===== src/ssf_pkg.sv =====
// Constants of the serial status flag block and its bit-time delay timer.
// Assumes one clock, pclk, and an active-low asynchronous reset, presetn.

////////////////////////////////////////////////////////////////////////////////
package ssf_pkg;
  localparam logic [7:0] ADDR_STATUS = 8'h00;
  localparam logic [7:0] ADDR_CONTROL = 8'h04;
  localparam logic [7:0] ADDR_ETU = 8'h08;
  localparam logic [7:0] ADDR_TX_DATA = 8'h0c;
  localparam logic [7:0] ADDR_RX_DATA = 8'h10;
  localparam logic [7:0] ADDR_IRQ_STATUS = 8'h14;
  localparam logic [7:0] ADDR_IRQ_MASK = 8'h18;
  // Status register bit positions.
  localparam int BIT_TX_EMPTY = 7;
  localparam int BIT_RX_FULL = 6;
  localparam int BIT_OVERRUN = 5;
  localparam int BIT_ERR_SIGNAL = 4;
  localparam int BIT_PARITY = 3;
  localparam int BIT_TX_COMPLETE = 2;
  localparam int BIT_RX_MP = 1;
  localparam int BIT_TX_MP = 0;
  localparam logic [7:0] STATUS_RESET = 8'h84;
  // Control register bit positions.
  localparam int CTL_RX_ENABLE = 0;
  localparam int CTL_TX_ENABLE = 1;
  localparam int CTL_TX_END_QUAL = 2;
  localparam int CTL_GUARD_MODE = 3;
  localparam int CTL_BLOCK_MODE = 4;
  localparam int CTL_CARD_MODE = 5;
  localparam logic [5:0] CONTROL_RESET = 6'h00;
  // Bit time in pclk cycles; the reset value is a plain default.
  localparam logic [15:0] ETU_RESET = 16'h0174;
  // Transmit-end delays in half bit times: 2.5, 1.5 and 1.0 bit times.
  localparam logic [2:0] HALF_ETU_GUARD0_BLOCK0 = 3'h5;
  localparam logic [2:0] HALF_ETU_GUARD0_BLOCK1 = 3'h3;
  localparam logic [2:0] HALF_ETU_GUARD1 = 3'h2;
  // Interrupt status bit positions.
  localparam int IRQ_RX_FULL = 0;
  localparam int IRQ_TX_EMPTY = 1;
  localparam int IRQ_OVERRUN = 2;
  localparam int IRQ_ERR_SIGNAL = 3;
  localparam int IRQ_PARITY = 4;
  localparam int IRQ_TX_COMPLETE = 5;
  localparam int IRQ_WIDTH = 6;
endpackage : ssf_pkg

////////////////////////////////////////////////////////////////////////////////
// Counts half bit times after a byte start and pulses done once.
module ssf_delay (
  // Clock and reset
  input wire logic pclk,
  input wire logic presetn,
  // Control
  input wire logic start,
  input wire logic [2:0] half_units,
  input wire logic [15:0] cycles_per_etu,
  // Result
  output logic done
);
  typedef struct packed {
    logic busy;
    logic [19:0] count;
    logic [19:0] target;
    logic done;
  } ssf_delay_type;

  ssf_delay_type st;
  ssf_delay_type next_st;

  // Counting in steps of two against units times bit time keeps half bit times exact.
  always_comb begin
    next_st = st;
    next_st.done = 1'b0;
    if (start) begin
      next_st.busy = 1'b1;
      next_st.count = 20'h0_0000;
      next_st.target = 20'(half_units) * 20'(cycles_per_etu);
    end else if (st.busy) begin
      next_st.count = st.count + 20'h0_0002;
      if (next_st.count >= st.target) begin
        next_st.busy = 1'b0;
        next_st.done = 1'b1;
      end
    end
  end

  always_ff @(posedge pclk or negedge presetn) begin
    if (!presetn) begin
      st <= '0;
    end else begin
      st <= next_st;
    end
  end

  assign done = st.done;
endmodule : ssf_delay


===== src/ssf_top.sv =====
// Status flag logic of a serial channel with an APB register port.
// Assumes a line-side shifter that reports frame events as one-cycle pulses on pclk.

////////////////////////////////////////////////////////////////////////////////
module ssf_top (
  // Clock and reset
  input wire logic pclk,
  input wire logic presetn,
  // APB slave
  input wire logic psel,
  input wire logic penable,
  input wire logic pwrite,
  input wire logic [7:0] paddr,
  input wire logic [31:0] pwdata,
  output logic [31:0] prdata,
  output logic pready,
  output logic pslverr,
  // Receive side
  input wire logic rx_done,
  input wire logic [7:0] rx_data,
  input wire logic rx_mp_bit,
  input wire logic rx_parity_bad,
  input wire logic rx_error_signal,
  // Transmit side
  input wire logic tx_shift_ready,
  input wire logic tx_last_bit,
  output logic tx_load,
  output logic [7:0] tx_byte,
  output logic tx_mp_bit,
  // Interrupt
  output logic irq
);
  typedef struct packed {
    logic tx_empty;
    logic rx_full;
    logic ovr;
    logic err_sig;
    logic par_err;
    logic tx_end;
    logic rx_mp;
    logic tx_mp;
    logic [4:0] arm;
    logic [5:0] ctrl;
    logic [15:0] etu;
    logic [7:0] tx_buf;
    logic [7:0] rx_buf;
    logic [5:0] ists;
    logic [5:0] imask;
    logic irq;
    logic pready;
    logic pslverr;
    logic [31:0] prdata;
    logic tx_load;
    logic [7:0] tx_byte;
    logic tx_mp_out;
    logic start;
    logic [2:0] half;
  } ssf_state_type;

  ssf_state_type st;
  ssf_state_type next_st;
  logic timer_done;

  function automatic logic hit(input logic [7:0] a, input logic [7:0] off);
    hit = (a == off);
  endfunction : hit

  function automatic logic mapped(input logic [7:0] a);
    mapped = hit(a, ssf_pkg::ADDR_STATUS) || hit(a, ssf_pkg::ADDR_CONTROL) ||
             hit(a, ssf_pkg::ADDR_ETU) || hit(a, ssf_pkg::ADDR_TX_DATA) ||
             hit(a, ssf_pkg::ADDR_RX_DATA) || hit(a, ssf_pkg::ADDR_IRQ_STATUS) ||
             hit(a, ssf_pkg::ADDR_IRQ_MASK);
  endfunction : mapped

  ////////////////////////////////////////////////////////////////////////////////
  // Control bit views.
  logic rx_en;
  logic tx_en;
  logic tx_eq;
  logic guard;
  logic block;
  logic card;
  logic [7:0] status;

  assign rx_en = st.ctrl[ssf_pkg::CTL_RX_ENABLE];
  assign tx_en = st.ctrl[ssf_pkg::CTL_TX_ENABLE];
  assign tx_eq = st.ctrl[ssf_pkg::CTL_TX_END_QUAL];
  assign guard = st.ctrl[ssf_pkg::CTL_GUARD_MODE];
  assign block = st.ctrl[ssf_pkg::CTL_BLOCK_MODE];
  assign card = st.ctrl[ssf_pkg::CTL_CARD_MODE];

  // Bit 4 has its error-signal meaning only in card mode and reads 0 otherwise.
  assign status = {st.tx_empty, st.rx_full, st.ovr, card & st.err_sig,
                   st.par_err, st.tx_end, st.rx_mp, st.tx_mp};

  ////////////////////////////////////////////////////////////////////////////////
  // APB phases.
  logic setup;
  logic acc;
  logic wr;
  logic rd;

  assign setup = psel && !penable;
  assign acc = psel && penable && st.pready;
  assign wr = acc && pwrite;
  assign rd = acc && !pwrite;

  ////////////////////////////////////////////////////////////////////////////////
  // Next state.
  always_comb begin
    logic [4:0] clr;
    logic [5:0] ev;
    logic [31:0] rv;
    clr = 5'h00;
    ev = 6'h00;
    rv = 32'h0000_0000;
    next_st = st;
    next_st.tx_load = 1'b0;
    next_st.start = 1'b0;

    // Read data is latched in the setup cycle, so the slave has no wait states.
    case (paddr)
      ssf_pkg::ADDR_STATUS: rv = {24'h00_0000, status};
      ssf_pkg::ADDR_CONTROL: rv = {26'h000_0000, st.ctrl};
      ssf_pkg::ADDR_ETU: rv = {16'h0000, st.etu};
      ssf_pkg::ADDR_TX_DATA: rv = {24'h00_0000, st.tx_buf};
      ssf_pkg::ADDR_RX_DATA: rv = {24'h00_0000, st.rx_buf};
      ssf_pkg::ADDR_IRQ_STATUS: rv = {26'h000_0000, st.ists};
      ssf_pkg::ADDR_IRQ_MASK: rv = {26'h000_0000, st.imask};
      default: rv = 32'h0000_0000;
    endcase
    next_st.pready = setup;
    next_st.pslverr = setup && !mapped(paddr);
    next_st.prdata = setup ? rv : 32'h0000_0000;

    // A status read arms each clear-only flag that it returned as 1.
    if (rd && hit(paddr, ssf_pkg::ADDR_STATUS)) begin
      next_st.arm = st.prdata[7:3];
    end

    // Software writes; flag clears come first so hardware sets below override them.
    if (wr && hit(paddr, ssf_pkg::ADDR_STATUS)) begin
      clr = st.arm & ~pwdata[7:3];
      next_st.arm = st.arm & ~clr;
      next_st.tx_mp = pwdata[ssf_pkg::BIT_TX_MP];
      if (clr[4]) begin
        next_st.tx_empty = 1'b0;
        next_st.tx_end = 1'b0;
      end
      if (clr[3]) begin
        next_st.rx_full = 1'b0;
      end
      if (clr[2]) begin
        next_st.ovr = 1'b0;
      end
      if (clr[1]) begin
        next_st.err_sig = 1'b0;
      end
      if (clr[0]) begin
        next_st.par_err = 1'b0;
      end
    end
    if (wr && hit(paddr, ssf_pkg::ADDR_CONTROL)) begin
      next_st.ctrl = pwdata[5:0];
    end
    if (wr && hit(paddr, ssf_pkg::ADDR_ETU)) begin
      next_st.etu = pwdata[15:0];
    end
    if (wr && hit(paddr, ssf_pkg::ADDR_TX_DATA)) begin
      next_st.tx_buf = pwdata[7:0];
    end
    if (wr && hit(paddr, ssf_pkg::ADDR_IRQ_STATUS)) begin
      next_st.ists = st.ists & ~pwdata[5:0];
    end
    if (wr && hit(paddr, ssf_pkg::ADDR_IRQ_MASK)) begin
      next_st.imask = pwdata[5:0];
    end

    // Transmit hand-off to the shift register.
    if (!tx_en) begin
      next_st.tx_empty = 1'b1;
    end else if (!st.tx_empty && tx_shift_ready) begin
      next_st.tx_empty = 1'b1;
      next_st.tx_load = 1'b1;
      next_st.tx_byte = st.tx_buf;
      // Card mode frames carry no multiprocessor bit.
      next_st.tx_mp_out = st.tx_mp & !card;
      next_st.start = card;
      if (guard) begin
        next_st.half = ssf_pkg::HALF_ETU_GUARD1;
      end else if (block) begin
        next_st.half = ssf_pkg::HALF_ETU_GUARD0_BLOCK1;
      end else begin
        next_st.half = ssf_pkg::HALF_ETU_GUARD0_BLOCK0;
      end
      ev[ssf_pkg::IRQ_TX_EMPTY] = 1'b1;
    end

    // Transmit end.
    if (card) begin
      if (!tx_en && !tx_eq) begin
        next_st.tx_end = 1'b1;
      end
      if (timer_done && !st.err_sig && st.tx_empty) begin
        next_st.tx_end = 1'b1;
        ev[ssf_pkg::IRQ_TX_COMPLETE] = 1'b1;
      end
    end else begin
      if (!tx_en) begin
        next_st.tx_end = 1'b1;
      end
      if (tx_last_bit && st.tx_empty) begin
        next_st.tx_end = 1'b1;
        ev[ssf_pkg::IRQ_TX_COMPLETE] = 1'b1;
      end
    end

    // Reception; a cleared receive enable freezes every receive flag except the error-signal flag.
    if (rx_done && rx_en) begin
      if (!card) begin
        next_st.rx_mp = rx_mp_bit;
      end
      if (rx_parity_bad) begin
        next_st.par_err = 1'b1;
        ev[ssf_pkg::IRQ_PARITY] = 1'b1;
      end
      if (st.rx_full) begin
        next_st.ovr = 1'b1;
        ev[ssf_pkg::IRQ_OVERRUN] = 1'b1;
      end else if (!rx_parity_bad) begin
        next_st.rx_full = 1'b1;
        next_st.rx_buf = rx_data;
        ev[ssf_pkg::IRQ_RX_FULL] = 1'b1;
      end
    end
    if (card && rx_error_signal) begin
      next_st.err_sig = 1'b1;
      ev[ssf_pkg::IRQ_ERR_SIGNAL] = 1'b1;
    end

    next_st.ists = next_st.ists | ev;
    next_st.irq = |(next_st.ists & next_st.imask);
  end

  always_ff @(posedge pclk or negedge presetn) begin
    if (!presetn) begin
      st <= '0;
      st.tx_empty <= ssf_pkg::STATUS_RESET[ssf_pkg::BIT_TX_EMPTY];
      st.tx_end <= ssf_pkg::STATUS_RESET[ssf_pkg::BIT_TX_COMPLETE];
      st.ctrl <= ssf_pkg::CONTROL_RESET;
      st.etu <= ssf_pkg::ETU_RESET;
    end else begin
      st <= next_st;
    end
  end

  ssf_delay u_delay (
    .pclk(pclk),
    .presetn(presetn),
    .start(st.start),
    .half_units(st.half),
    .cycles_per_etu(st.etu),
    .done(timer_done)
  );

  assign prdata = st.prdata;
  assign pready = st.pready;
  assign pslverr = st.pslverr;
  assign tx_load = st.tx_load;
  assign tx_byte = st.tx_byte;
  assign tx_mp_bit = st.tx_mp_out;
  assign irq = st.irq;
endmodule : ssf_top


===== config.mk =====
export PLATFORM = sky130hd
export DESIGN_NAME = ssf_top
export DESIGN_NICKNAME = d
export VERILOG_FILES = /design/src/ssf_pkg.sv /design/src/ssf_top.sv
export SDC_FILE = /design/constraint.sdc
export NUM_CORES = 1
export LEC_CHECK = 0
export ABC_CLOCK_PERIOD_IN_PS = 9400
export BUFFER_PORTS_ARGS = -buffer_cell sky130_fd_sc_hd__buf_4
export CELL_PAD_IN_SITES_DETAIL_PLACEMENT = 2
export CELL_PAD_IN_SITES_GLOBAL_PLACEMENT = 2
export CORE_MARGIN = 2
export CORE_UTILIZATION = 40
export DETAILED_ROUTE_END_ITERATION = 7
export PLACE_DENSITY_LB_ADDON = 0.1
export SETUP_SLACK_MARGIN = 0.05
export SLEW_MARGIN = 0
export SYNTH_ARGS = -nofsm -noshare
export SYNTH_HDL_FRONTEND = slang
export SYNTH_SLANG_ARGS = --single-unit
export TNS_END_PERCENT = 5

===== constraint.sdc =====
create_clock -name pclk -period 9.4 [get_ports pclk]
set_input_delay 0.94 -clock pclk [delete_from_list [all_inputs] [get_ports pclk]]
set_output_delay 0.94 -clock pclk [all_outputs]
set_load 0.05 [all_outputs]

# Word level (Yosys, flattened, before mapping)
# Index checks and enable logic that the tools add are counted.
[word_totals] wordCells=147 mem_bits_rw=0 ff_bits=153 latchBits=0 inputBits=59 rom_bits=0 n_memories=0 output_inout_bits=45
[op_classes] n_addsub=1 mux=50 order_cmp=1 n_eq_ne=8 reduce_logical=45 bitwise_logic=13 mul=1 shifts=0 n_div=0
[op_table] operator="one-hot mux 16 bit (7 select lines)" n=1
[op_table] operator="two-way mux 21 bit" n=2
[op_table] operator="two-way mux 1 bit" n=36
[op_table] operator="two-way mux 32 bit" n=1
[op_table] operator="two-way mux 14 bit" n=2
[op_table] operator="== test 8 x 5 -> 1 bit, second input constant" n=3
[op_table] operator="adder 20 x 2 -> 20 bit, second input constant" n=1
[op_table] operator=">= comparator 20 x 19 -> 1 bit" n=1
[op_table] operator="logical AND 1 bit" n=20
[op_table] operator="multiplier 3 x 16 -> 19 bit" n=1
[op_table] operator="two-way mux 6 bit" n=3
[op_table] operator="== test 8 x 4 -> 1 bit, second input constant" n=2
[op_table] operator="bitwise AND 6 bit" n=2
[op_table] operator="bitwise AND 5 bit" n=2
[op_table] operator="two-way mux 5 bit" n=2
[op_table] operator="NOT 5 bit" n=2
[op_table] operator="== test 8 x 3 -> 1 bit, second input constant" n=1
[op_table] operator="logical NOT 1 bit" n=8
[op_table] operator="logical NOT 8 bit" n=1
[op_table] operator="AND reduction 2 bit" n=4
[op_table] operator="nonzero test 2 bit" n=4
[op_table] operator="logical OR 1 bit" n=6
[op_table] operator="two-way mux 3 bit" n=2
[op_table] operator="!= test 3 x 1 -> 1 bit, second input constant" n=2
[op_table] operator="other kinds (7)" n=10

# Logic depth before layout (Yosys ltp)
[depth] word_depth=9 depth_mapped=12 mapped_depth_nobuf=11

# Cells and area by module
# From an unflattened synthesis, not the netlist that was laid out.
[unflattened] cells_unflattened=789 hier_area_um2=8072.7
[modules_own_cells] mod="ssf_top" seq_area_each_um2=2411.1 cells_each=346 instances=1 area_per_inst_um2=4320.4
[modules_own_cells] mod="ssf_delay" seq_area_each_um2=1001.0 cells_each=443 instances=1 area_per_inst_um2=3752.3

# Worst setup path after synthesis
# OpenSTA, ideal clock, no wires.
[synth_path] path_type="register -> register" start="reg st[1] (netlist name)" end="reg u_delay.st[13] (netlist name)" synth_period_minus_slack_ps=2994 setup_slack_ps=6406 setup_ps=95 required_ps=9305 stages_incl_launch_ff=12 path_buffers=2 arrival_ps=2899 cell_sequence="dfrtp_1 clkbuf_1 clkbuf_1 nand2_1 fa_1 inv_1 ha_1 nor2b_1 o31a_1 o311a_1 o21a_1 o31ai_1"
[synth_between] elab_chain_cells=1
[synth_rtl] element="start: declaration" line_no="ssf_top.sv:60" source="ssf_state_type st;"
[synth_rtl] element="start signal: assignment" line_no="ssf_top.sv:253" source="st <= next_st;"
[synth_rtl] element="multiplier 3 x 16 -> 19 bit" line_no="ssf_pkg.sv:77" source="next_st.target = 20'(half_units) * 20'(cycles_per_etu);"
[synth_rtl] element="end signal: assignment" line_no="ssf_pkg.sv:91" source="st <= next_st;"
[synth_rtl] element="end: declaration" line_no="ssf_pkg.sv:67" source="ssf_delay_type st;"
# No other way between the ends.
# A chain may end at the register's enable or synchronous reset.

==> flow_summary_export.csv <==
group,metric,value,unit
run_status,status,"finished clean",
yosys,synthAdderAreaFrac,9.203,%
yosys,synth_top_family_by_area,"simple AND/OR/NAND/NOR gates",
global_routing,grt_max_degree,83,
sta,fin_crit_sh,36.13,%
yosys,muxShareOfSynthArea,8.358,%
drt,drt_wl_total,24.00,mm
yosys,synth_seq_cells,136,
drt,firstDrtPassIters,6,
global_routing,grt_overflow_total,0,
yosys,synth_xor_area_share,3.908,%
placement,gp_congestion,0.9002,
cts,cts_root_buf,"clkbuf_16",
yosys,syn_inst,834,
floorplanning,ioPinCount,104,
cts,htreeDepth,4,
cts,cts_resized,0,
flow_run,max_cap_viol_count,0,
drt,via_per_inst,5.477,
yosys,syn_area,8293,µm²
drt,wl_met2,13.26,mm
power_and_ir_drop,fin_total_pwr,1.331,mW
yosys,synth-simple-area-share,17.17,%
drt,wl_met3,466,µm
hold_path,min_path_type,"input port to asynchronous set/reset pin",
floorplanning,coreArea,20300,µm²
sta,max_freq,294.4,MHz
sta,setup_viol,0,
global_routing,grt_pass1_vias,7219,
cts,worstSkewPairLatency,0.43,ns
cts,path_clk_slew,0.07,ns
worst_setup_path,cp_max_fo,6,
floorplanning,start_util,40.85,%
power_and_ir_drop,p_leak,4.649,nW
sta,hold_viol_final,0,
sta,maxSlewViolCount,0,
cts,cts_setup_buffers,0,
cts,cts_tree,"yes",
placement,portBuffers,71,
worst_setup_path,required,9.68,ns
drt,ant_nets,0,
yosys,synth_warnings,0,
cts,cts_sinks,136,
drt,drt-initial-drc-count,216,
placement,place_hpwl,17.64,mm
cells_and_area,fin_nets,978,
sta,max_slew_margin,29.72,%
sta,tns,0,ns
cells_and_area,num-fill-cells,2193,
cells_and_area,drive_gt1_share,20.45,%
floorplanning,fp.dieW,148.0,µm
yosys,synth.yosys.seq_area_share,41.14,%
global_routing,antenna_found_initial,0,
yosys,syn_avg_cell_area,9.944,µm²
worst_setup_path,critPathLaunchType,"register",
sta,skew,0.01091,ns
global_routing,groute.usage.overall,23.12,%
yosys,synth_edf_count,0,
cts,hold_buffers,0,
global_routing,grt_pass1_wl,39.47,mm
cells_and_area,seq_area,3412,µm²
power_and_ir_drop,worst_ir_drop_vdd,101.6,µV
yosys,synth_compound_area_share,12.04,%
yosys,synth.distinct_cells,71,
sta,fin_crit,3.396,ns
cells_and_area,n_antenna_cell,0,
worst_setup_path,worstPathArrival,3.68,ns
drt,drc,0,
cells_and_area,multiInputGateArea,4263,µm²
floorplanning,dieArea,21900,µm²
floorplanning,num_rows,52,
worst_setup_path,end_kind,"register",
yosys,postSynth.asyncResetShare,100.0,%
power_and_ir_drop,powerDensity,142.1,nW/µm²
drt,post_drt_wl_per_cell,20.87,µm
drt,met1_length,9.882,mm
sta,worst_pin_slew,1.054,ns
cells_and_area,area_delta_synth_final,12.91,%
worst_setup_path,path_class,"register to register",
floorplanning,die_h,148.0,µm
cts,numCtsBuffers,17,
sta,grt_setup_unrepaired,"false",
drt,top_layer,"met4",
cts,clockBufferDepth,2,
yosys,ys.flop_type,"dfrtp_1",
drt,vias,6298,
## per-stage QoR
step                      hold WS [ns]  util, %  instance area [µm²]  setup slack (ns)  cells
after CTS                       0.4798    46.13                 9364             5.940   1150
after global placement          0.4595    43.28                 8786             6.105   1118
after detailed placement        0.4689    43.28                 8786             5.970   1118
final                           0.4509    46.13                 9364             6.004   1150
after floorplan                 0.4470        -                 8349             6.406    849
after global routing            0.4839    46.13                 9364             5.716   1150
## routing by layer
layer | up-vias | global-route usage (%)
li1 | 2895 | -
met1 | 3287 | 27.17
met2 | 91 | 43.56
met3 | 25 | 3.488
met4 | 0 | 6.429
met5 | - | 0
## cells in the mapped netlist (all sizes together), types with 3 or more instances
cell type  number  share of area [%]
o31ai           4               0.36
nand4          18                1.7
clkbuf         22                1.0
inv            57                2.6
nand3b         10               0.91
buf            53                4.6
a2111oi         3               0.32
a221oi          3               0.32
a22oi           5               0.45
and2           24                1.8
ha             37                5.6
xnor2          18                1.9
nor2b           5               0.38
o21ai          28                1.7
dfstp           7                2.2
a21oi          28                1.7
a211oi          3               0.27
xor2           19                2.0
nand2         112                5.2
o21a            9               0.81
or3             4               0.30
a21o           15                1.4
a22o           11                1.2
mux2           50                7.2
nor3            9               0.60
and4            5               0.53
mux2i           7               0.84
or2             6               0.45
o211ai          4               0.36
o2111ai         3               0.32
nand3          15               0.91
and3           14                1.1
o31a            3               0.32
fa             15                3.6
a211o           4               0.42
a21boi          3               0.27
dfrtp         129                 39
nor2           42                2.0
## cells in the final DEF (no fill, tap or decap), types with 4 or more instances in the layout
| cell | n |
|---|---|
| or2_2 | 5 |
| and4_1 | 5 |
| mux2i_1 | 7 |
| conb_1 | 16 |
| dfstp_2 | 7 |
| nand4_1 | 15 |
| nand3_1 | 15 |
| o21ai_0 | 28 |
| nand3b_1 | 10 |
| nor2b_1 | 5 |
| nor3_1 | 8 |
| and3_1 | 14 |
| o31ai_1 | 4 |
| inv_6 | 7 |
| dfrtp_1 | 129 |
| nor2_1 | 41 |
| buf_4 | 73 |
| o211ai_1 | 4 |
| inv_1 | 57 |
| xor2_1 | 19 |
| mux2_2 | 40 |
| clkbuf_16 | 17 |
| a21o_1 | 15 |
| nand2_1 | 111 |
| and2_1 | 24 |
| a22o_1 | 11 |
| a21oi_1 | 28 |
| fa_1 | 15 |
| o21a_1 | 9 |
| a22oi_1 | 5 |
| ha_1 | 37 |
| a211o_1 | 4 |
| xnor2_1 | 18 |
| or3_1 | 4 |
| mux2_4 | 10 |
## report_power, final
part | internal, mW | switching (mW) | total (mW)
clock network | 0.375 | 0.301 | 0.676
logic | 0.0182 | 0.0463 | 0.0645
registers | 0.588 | 0.00262 | 0.591
## state kept, by name (all words and copies together), names as in the netlist
name / count
irq: 1
pslverr: 1
tx_load: 1
block: 1
tx_mp_bit: 1
u_delay.done: 1
tx_byte: 8
prdata: 16
pready: 1
card: 1
st: 63
rx_en: 1
u_delay.st: 39
guard: 1
## path summary, 6_finish.rpt
path	to	cells past startpoint	slack (ns)	startpoint
setup / recovery	u_delay.done	10	6.00	u_delay.st[22]
max in group asynchronous	pslverr	2	7.49	presetn
setup reg to reg	u_delay.done	10	6.00	u_delay.st[22]
hold reg to reg	tx_byte[6]	2	0.48	tx_byte[6]
min in group pclk	tx_byte[6]	2	0.48	tx_byte[6]
hold / removal	prdata[14]	1	0.45	presetn
## kinds of logic (layout without fill, tap and decap cells)
logic type	count (synthesis)	in the layout
simple gates	274	274
buf+inv	132	163
xor+xnor	37	37
other cells	1	16
fa+ha+maj	52	52
compound gates	144	144
flops	136	136
mux	58	58
## critical path, stage by stage (launching register included)
cell      delay (ns)
dfrtp_1         0.46
nand4_1         0.30
nor4b_4         0.53
and2_1          0.24
nand2_1         0.08
xnor2_1         0.20
ha_1            0.28
a21o_1          0.18
a221o_1         0.34
a221oi_1        0.47
a311oi_1        0.18
## final cells by class
class                           instances  area share (%)
Multi-Input combinational cell        581           45.52
Sequential cell                       136           36.44
Timing Repair Buffer                   74           5.973
Clock buffer                           17           4.543
Tap cell                              270           3.608
Inverter                               57           2.285
Clock inverter                         15           1.630
No activity file was read; power rests on OpenSTA's default activity.
